[config.mk]
export PLATFORM = sky130hd
export DESIGN_NAME = mtb_control
export DESIGN_NICKNAME = d
export VERILOG_FILES = /design/src/core/mtb_pkg.sv /design/src/core/mtb_control.sv
export VERILOG_INCLUDE_DIRS = /design/src /design/src/core
export SDC_FILE = /design/constraint.sdc
export NUM_CORES = 1
export LEC_CHECK = 0
export BUFFER_PORTS_ARGS = -buffer_cell sky130_fd_sc_hd__buf_2
export CORE_MARGIN = 4
export CORE_UTILIZATION = 40
export CTS_BUF_LIST = sky130_fd_sc_hd__clkbuf_2 sky130_fd_sc_hd__clkbuf_4 sky130_fd_sc_hd__clkbuf_8
export CTS_CLUSTER_DIAMETER = 80
export DETAILED_ROUTE_END_ITERATION = 16
export GPL_TIMING_DRIVEN = 1
export PLACE_DENSITY_LB_ADDON = 0.25
export SLEW_MARGIN = 20
export SYNTH_ARGS = -nofsm -noshare
export SYNTH_HDL_FRONTEND = slang
export SYNTH_SLANG_ARGS = --single-unit
[constraint.sdc]
create_clock -name i_clock -period 2.6 [get_ports i_clock]
set_clock_uncertainty 0.15 [all_clocks]
set_input_delay 0.52 -clock i_clock [delete_from_list [all_inputs] [get_ports i_clock]]
set_output_delay 0.52 -clock i_clock [all_outputs]
set_load 0.05 [all_outputs]
[src/core/mtb_params.svh]
// microcode test and branch control constants
// assumes an 8-bit low-byte field and a 2-bit mode field from the pipeline register
`ifndef MTB_PARAMS_SVH
`define MTB_PARAMS_SVH
`define MTB_MODE_TEST_BRANCH 2'h0
`define MTB_MODE_TEST_PCP 2'h1
`define MTB_BIT_TEST_TYPE 5
`define MTB_BIT_POLARITY 4
`define MTB_TSEL_HI 3
`define MTB_FIELD_HI 7
`define MTB_BTYPE_LO 6
`define MTB_PCP_LO 5
`define MTB_CNT_ALL_ONES 8'hff
`define MTB_CNT_ZERO 8'h00
`define MTB_SNAP_RESET 8'h00
`endif

[src/core/mtb_pkg.sv]
// types for the microcode test and branch control block
// assumes mtb_params.svh is not needed here
package mtb_pkg;
   typedef enum logic [1:0] {
      MTB_BR_REPLACE = 2'h0,
      MTB_BR_IMSKIP = 2'h1,
      MTB_BR_REPEAT = 2'h2,
      MTB_BR_CONT_OVERRIDE = 2'h3
   } mtb_branch_e;
   typedef enum logic [2:0] {
      MTB_PCP_CARRY_OR = 3'h0,
      MTB_PCP_LOOP_COUNT_CLEAR = 3'h1,
      MTB_PCP_LOOP_COUNT_INCREMENT = 3'h2,
      MTB_PCP_LOOP_COUNT_DECREMENT = 3'h3,
      MTB_PCP_SNAPSHOT_LOAD = 3'h4,
      MTB_PCP_TOGGLE_COUNTER_ENABLE = 3'h5,
      MTB_PCP_CONTROL_POINT_UNUSED = 3'h6,
      MTB_PCP_NONE = 3'h7
   } mtb_pcp_e;
   typedef enum logic [1:0] {
      MTB_CE_STOPPED = 2'b01,
      MTB_CE_RUNNING = 2'b10
   } mtb_ce_e;
endpackage : mtb_pkg

[src/core/mtb_control.sv]
// microcode test, implicit-branch and processor control point decoder
// assumes pipeline fields and flags come from logic on i_clock
//
// Functional notes
// - drop-through true sets continue override flipflop
// - test type 0 uses main mux, bits 0-3
// - test type 1 uses preloaded alternate select
// - bit 4 polarity: 0 false branches, 1 true
// - codes 000-011: carry or, loop clear/inc/dec
// - 100 snapshot, 101 toggle, 110 spare, 111 none
// - snapshot captured next edge, readable by ALU
// - snapshot bit order carry..result msb
// - nonzero means not zero, or not ones upward
// - loading either ram counter sets count enable
// - toggle alternately stops and restarts counters
// - stop reaches o_counter_enable next clock; only ce_gate drops in toggling instruction
// - restart counts from next clock after
// - repeat exit polarity given by bit 4
// - branch type bits 7..6 encode four modes
// - implicit branch only in mode 0, force continue
// - control points only in mode 1, force continue
`timescale 1ns/1ps
`include "mtb_params.svh"
module mtb_control #(
   parameter int COUNT_W = 8
) (
   input wire logic i_clock,
   input wire logic i_nrst,
   input wire logic i_valid,
   input wire logic [1:0] i_mode,
   input wire logic [7:0] i_field,
   input wire logic [15:0] i_main_tests,
   input wire logic [7:0] i_alt_tests,
   input wire logic i_alt_sel_load,
   input wire logic [2:0] i_alt_sel_data,
   input wire logic i_carry_in,
   input wire logic i_carry_delayed,
   input wire logic i_carry_out,
   input wire logic i_alu_zero,
   input wire logic i_own_flag_one,
   input wire logic i_peer_flag_three,
   input wire logic i_mid_carry,
   input wire logic i_arith_overflow,
   input wire logic i_result_msb,
   input wire logic i_host_counter_load,
   input wire logic i_inner_counter_load,
   output logic o_force_continue,
   output logic o_branch_take,
   output logic [1:0] o_branch_type,
   output logic o_repeat_exit,
   output logic o_carry_in,
   output logic [COUNT_W-1:0] o_loop_count,
   output logic o_loop_count_up,
   output logic o_loop_count_nonzero,
   output logic [7:0] o_flag_snapshot,
   output logic o_counter_enable,
   output logic o_continue_override
);
   // ----------------------------------------
   // decode
   // ----------------------------------------
   function automatic logic is_mode(input logic [1:0] m, input logic [1:0] want);
      is_mode = (m == want);
   endfunction : is_mode

   logic [COUNT_W-1:0] loop_count_q, loop_count_d;
   logic loop_up_q, loop_up_d;
   logic [2:0] alt_sel_q;
   logic [7:0] snap_q, snap_d;
   logic over_q, over_d;
   logic force_q, take_q, rexit_q, cin_q, nz_q;
   logic [1:0] btype_q;
   mtb_pkg::mtb_ce_e ce_q, ce_d;

   wire branch_mode = i_valid && is_mode(i_mode, `MTB_MODE_TEST_BRANCH);
   wire pcp_mode = i_valid && is_mode(i_mode, `MTB_MODE_TEST_PCP);
   wire conditional_sequencing = i_valid && !branch_mode && !pcp_mode;
   wire test_type = i_field[`MTB_BIT_TEST_TYPE];
   wire polarity = i_field[`MTB_BIT_POLARITY];
   wire main_test = i_main_tests[i_field[`MTB_TSEL_HI:0]];
   wire alt_test = i_alt_tests[alt_sel_q];
   wire test_val = test_type ? alt_test : main_test;
   wire test_hit = (test_val == polarity);
   // control point mode has no test type bit: bit 5 belongs to the code
   wire main_hit = (main_test == polarity);
   wire [1:0] btype = i_field[`MTB_FIELD_HI:`MTB_BTYPE_LO];
   wire [2:0] processor_control_point = i_field[`MTB_FIELD_HI:`MTB_PCP_LO];
   wire do_pcp = pcp_mode;
   wire is_clr = do_pcp && processor_control_point == mtb_pkg::MTB_PCP_LOOP_COUNT_CLEAR;
   wire is_inc = do_pcp && processor_control_point == mtb_pkg::MTB_PCP_LOOP_COUNT_INCREMENT;
   wire is_dec = do_pcp && processor_control_point == mtb_pkg::MTB_PCP_LOOP_COUNT_DECREMENT;
   wire is_cor = do_pcp && processor_control_point == mtb_pkg::MTB_PCP_CARRY_OR;
   wire is_snap = do_pcp && processor_control_point == mtb_pkg::MTB_PCP_SNAPSHOT_LOAD;
   wire is_tog = do_pcp && processor_control_point == mtb_pkg::MTB_PCP_TOGGLE_COUNTER_ENABLE;
   wire cnt_load = i_host_counter_load || i_inner_counter_load;
   wire set_over = branch_mode && btype == mtb_pkg::MTB_BR_CONT_OVERRIDE && test_hit;
   wire use_over = conditional_sequencing && over_q;
   wire nz_now = loop_up_q ? (loop_count_q != `MTB_CNT_ALL_ONES) : (loop_count_q != `MTB_CNT_ZERO);

   // ----------------------------------------
   // next state
   // ----------------------------------------
   always_comb begin
      over_d = over_q;
      if (use_over) begin
         over_d = 1'b0;
      end
      if (set_over) begin
         over_d = 1'b1;
      end
      loop_count_d = loop_count_q;
      loop_up_d = loop_up_q;
      if (is_clr) begin
         loop_count_d = '0;
      end else if (is_inc) begin
         loop_count_d = loop_count_q + 1'b1;
         loop_up_d = 1'b1;
      end else if (is_dec) begin
         loop_count_d = loop_count_q - 1'b1;
         loop_up_d = 1'b0;
      end
      snap_d = is_snap ? {i_result_msb, i_arith_overflow, nz_now, i_mid_carry,
                          i_peer_flag_three, i_own_flag_one, i_alu_zero, i_carry_out} : snap_q;
      ce_d = ce_q;
      if (cnt_load) begin
         ce_d = mtb_pkg::MTB_CE_RUNNING;
      end else if (is_tog) begin
         case (ce_q)
            mtb_pkg::MTB_CE_RUNNING: ce_d = mtb_pkg::MTB_CE_STOPPED;
            mtb_pkg::MTB_CE_STOPPED: ce_d = mtb_pkg::MTB_CE_RUNNING;
            default: ce_d = mtb_pkg::MTB_CE_STOPPED;
         endcase
      end
   end

   // ----------------------------------------
   // registers
   // ----------------------------------------
   always_ff @(posedge i_clock) begin
      if (!i_nrst) begin
         over_q <= 1'b0;
         ce_q <= mtb_pkg::MTB_CE_STOPPED;
         loop_count_q <= '0;
         loop_up_q <= 1'b0;
         alt_sel_q <= 3'h0;
         snap_q <= `MTB_SNAP_RESET;
      end else begin
         over_q <= over_d;
         ce_q <= ce_d;
         loop_count_q <= loop_count_d;
         loop_up_q <= loop_up_d;
         snap_q <= snap_d;
         if (i_alt_sel_load) begin
            alt_sel_q <= i_alt_sel_data;
         end
      end
   end

   // output stage: each output is registered one cycle after its cause
   always_ff @(posedge i_clock) begin
      if (!i_nrst) begin
         force_q <= 1'b0;
         take_q <= 1'b0;
         btype_q <= 2'h0;
         rexit_q <= 1'b0;
         cin_q <= 1'b0;
         nz_q <= 1'b0;
      end else begin
         force_q <= branch_mode || pcp_mode || use_over;
         take_q <= branch_mode && test_hit;
         btype_q <= btype;
         rexit_q <= branch_mode ? test_hit : (pcp_mode && main_hit);
         cin_q <= is_cor ? (i_carry_in | i_carry_delayed) : i_carry_in;
         nz_q <= (loop_up_d ? (loop_count_d != `MTB_CNT_ALL_ONES) : (loop_count_d != `MTB_CNT_ZERO));
      end
   end

   // stop is immediate (from this cycle's decode), restart only after
   wire ce_gate = (ce_q == mtb_pkg::MTB_CE_RUNNING) && !(is_tog && !cnt_load);
   logic ce_out_q;
   always_ff @(posedge i_clock) begin
      if (!i_nrst) begin
         ce_out_q <= 1'b0;
      end else begin
         ce_out_q <= (ce_d == mtb_pkg::MTB_CE_RUNNING);
      end
   end

   assign o_force_continue = force_q;
   assign o_branch_take = take_q;
   assign o_branch_type = btype_q;
   assign o_repeat_exit = rexit_q;
   assign o_carry_in = cin_q;
   assign o_loop_count = loop_count_q;
   assign o_loop_count_up = loop_up_q;
   assign o_loop_count_nonzero = nz_q;
   assign o_flag_snapshot = snap_q;
   assign o_counter_enable = ce_out_q;
   assign o_continue_override = over_q;
endmodule : mtb_control

==> metrics.yaml <==
synth_area_leader_cell: "dfxtp_1"
yosysUniqueCellTypes: 53
crit_chain: "inv_1 -> ha_1 -> and4bb_2 -> a311o_1 -> o311a_1 -> nand3b_1 -> o41ai_1 -> a31oi_1"
grt_max_degree: 20
synthFlopType: "dfxtp_1"
synth_seq_cells: 31
clockBufferDepth: 2
postCtsHoldBufs: 0
firstDrtPassIters: 4
rr_endpoint: "o_loop_count_nonzero$_SDFF_PN0_"
timing.fmax_mhz: 424
synth_edf_count: 0
drtIter0Drc: 210
initial_core_util_pct: 42.5
powerDensity_mw_per_mm2: 484
cp_top_family: "compound AO/OA/AOI/OAI gates"
die_h_um: 77.2
period_needed_ns: 2.36
ys_seq_area_share_pct: 32.4
synth.avg_cell_area_um2: 9.16
cp_slowest_cell: "dfxtp_1"
fp-row-count: 24
fin_total_pwr_mw: 1.20
worstMarginPinSlew_ns: 0.485
synth_top_area_share_pct: 32.4
synth_fp_nets: 264
die_width_um: 77.2
timing.critical_path.arrival_ns: 2.35
io_buffer_count: 77
wirelength_mm: 4.93
hp-class: "in2reg"
path_class: "reg2reg"
holdPathEnd: "o_carry_in$_SDFF_PN0_"
worstRegToRegCells: 8
peakVddDrop_mv: 0.189
fin_cells: 339
dpl.cell_count: 331
rsz0062_at_grt: "false"
hold_start: "i_carry_in"
endpoint_kind: "flip-flop"
grt_usage_pct: 16.7
grt_pass1_wl_mm: 8.15
cts_tree: "built"
drcViolationCount: 0
dp_slack_ns: 0.0339
relSlewSlack_pct: 67.6
outcome: "complete, no violations"
die_area_mm2: 0.00596
postCtsResizedCells: 0
clock_latency_ns: 0.28
grt-ovfl-total: 0
synth_area_leaders: "dfxtp_1 32%, nor2b_1 7.2%, mux2i_1 6.3%"
r2r_setup_slack_ns: 0.24
antenna_found_initial: 0
post-route-period-util_pct: 90.7
cp.buffers_inverters: 1
drv_cap: 0
grt_pass1_vias: 1752
cp-start-kind: "flip-flop"
hold_depth: 3
final_cell_mix: "77 x buf_2, 30 x dfxtp_1, 22 x nor2b_1"
fin_nets: 341
setup_tns_ns: 0
vias: 1884
path_max_fanout: 8
r2r-start: "o_loop_count[1]$_SDFF_PN0_"
core_mm2: 0.00450
gp_congestion: 0.847
fin_ws_ns: 0.241
yosysWarningCount: 0
clock_sinks: 31
vias_per_cell: 5.56
p_leak_nw: 1.09
syn_inst: 209
io_pins: 78
root_buffer: "clkbuf_8"
ant_nets: 0
drive_gt1_share_pct: 36.2
whs_ns: 0.321
numCtsBuffers: 5
place_hpwl_mm: 3.80
maxSlewViolCount: 0
synth_area_mm2: 0.00191
final_common_cell: "buf_2"
max_stage_delay_ns: 0.49
setup_violations: 0
required_ns: 2.59
clk_pin_slew_ns: 0.07
async_reset_ff_share_pct: 0
post-cts-setup-buffers: 0
cts_max_level: 2
hold_violations: 0
area_delta_synth_final_pct: 29.5
antenna_cells: 0
avgRoutedWirePerCell_um: 14.6
[metrics by stage]
step,util [%],cell area [um2]
3_5_place_dp,52.5,2370
3_3_place_gp,52.5,2370
5_1_grt,55.0,2480
6_report,55.0,2480
4_1_cts,55.0,2480
2_1_floorplan,-,1920
[where the power goes]
| part | switching (mW) | internal [mW] | total [mW] |
|---|---|---|---|
| Sequential | 0.0118 | 0.491 | 0.503 |
| Combinational | 0.123 | 0.101 | 0.224 |
| Clock | 0.189 | 0.285 | 0.474 |
| Total | 0.323 | 0.877 | 1.20 |
[synthesized netlist by cell type, types with 2 or more instances]
| cell | number |
|---|---|
| nand3_1 | 10 |
| dfxtp_1 | 31 |
| mux2_2 | 2 |
| nand2_1 | 18 |
| ha_1 | 3 |
| nor4_1 | 4 |
| o211ai_1 | 2 |
| a31oi_1 | 3 |
| mux4_1 | 4 |
| o31ai_1 | 3 |
| xnor2_1 | 2 |
| nor2_1 | 9 |
| nand4bb_1 | 2 |
| a41oi_1 | 2 |
| and2_1 | 6 |
| mux2i_1 | 12 |
| a311o_1 | 2 |
| mux4_2 | 3 |
| nand2b_1 | 2 |
| a22oi_1 | 2 |
| o21ai_0 | 5 |
| nand4_1 | 3 |
| buf_2 | 2 |
| o311a_1 | 2 |
| o2111ai_1 | 2 |
| inv_1 | 5 |
| and4bb_2 | 2 |
| a21oi_1 | 5 |
| nand4b_1 | 3 |
| nand3b_1 | 2 |
| nor2b_1 | 22 |
| clkbuf_1 | 12 |
| nor3_1 | 2 |
[cells by family (layout without fill, tap and decap cells)]
family / count (synthesis) / after routing / share of synthesized area, %
AOI/OAI and AO/OA: 40 / 40 / 16.1
xor gates and xnor gates: 3 / 3 / 1.37
adders and majority gates: 3 / 3 / 1.96
buffers and inverters: 20 / 98 / 4.12
DFF: 31 / 31 / 32.4
muxes: 21 / 21 / 16.5
and+or+nand+nor: 91 / 91 / 27.6
[sequential cells by signal (all words and copies together) (netlist names), 2 cells and up]
signal and flops:
alt_sel_q 3, ce_q 2, o_branch_type 2, o_flag_snapshot 8, o_loop_count 8
[worst max-delay path by stage]
stage | startpoint | endpoint | slack [ns] | cells after the start
floorplan | o_loop_count[0]$_SDFF_PN0_ | o_loop_count_nonzero$_SDFF_PN0_ | 0.14 | 9
global placement | i_field[7] | o_loop_count_nonzero$_SDFF_PN0_ | 0.1 | 8
detailed placement | i_field[7] | o_loop_count_nonzero$_SDFF_PN0_ | 0.03 | 8
CTS | o_loop_count[1]$_SDFF_PN0_ | o_loop_count_nonzero$_SDFF_PN0_ | 0.28 | 8
global route | o_loop_count[1]$_SDFF_PN0_ | o_loop_count_nonzero$_SDFF_PN0_ | 0.02 | 8
finish | o_loop_count[1]$_SDFF_PN0_ | o_loop_count_nonzero$_SDFF_PN0_ | 0.24 | 8
[routing by layer]
metal	GRT usage (%)	up-vias	share of wire (%)
li1	-	935	-
met1	21.2	866	44
met2	27.7	77	47
met3	4.33	6	7.9
met4	5.16	0	1.0
met5	0	-	0
[layout make-up]
type / count / area (um2)
clock inverters: 3 / 43.8
fillers: 431 / 2030
flip-flops and latches: 31 / 622
multi-input cells: 158 / 1210
well taps: 52 / 65.1
clock buffers: 5 / 68.8
repair buffers: 85 / 445
inverters: 5 / 18.8
[worst register-to-register path: cells and delay by family, from the launching register on]
kind | cells | cell delay, ns
AO/OA/AOI/OAI | 4 | 0.79
adder cells (fa/ha/maj) | 1 | 0.22
buffers and inverters | 1 | 0.11
flip-flops | 1 | 0.49
AND/OR/NAND/NOR | 2 | 0.45
No activity file was read; power rests on OpenSTA's default activity.
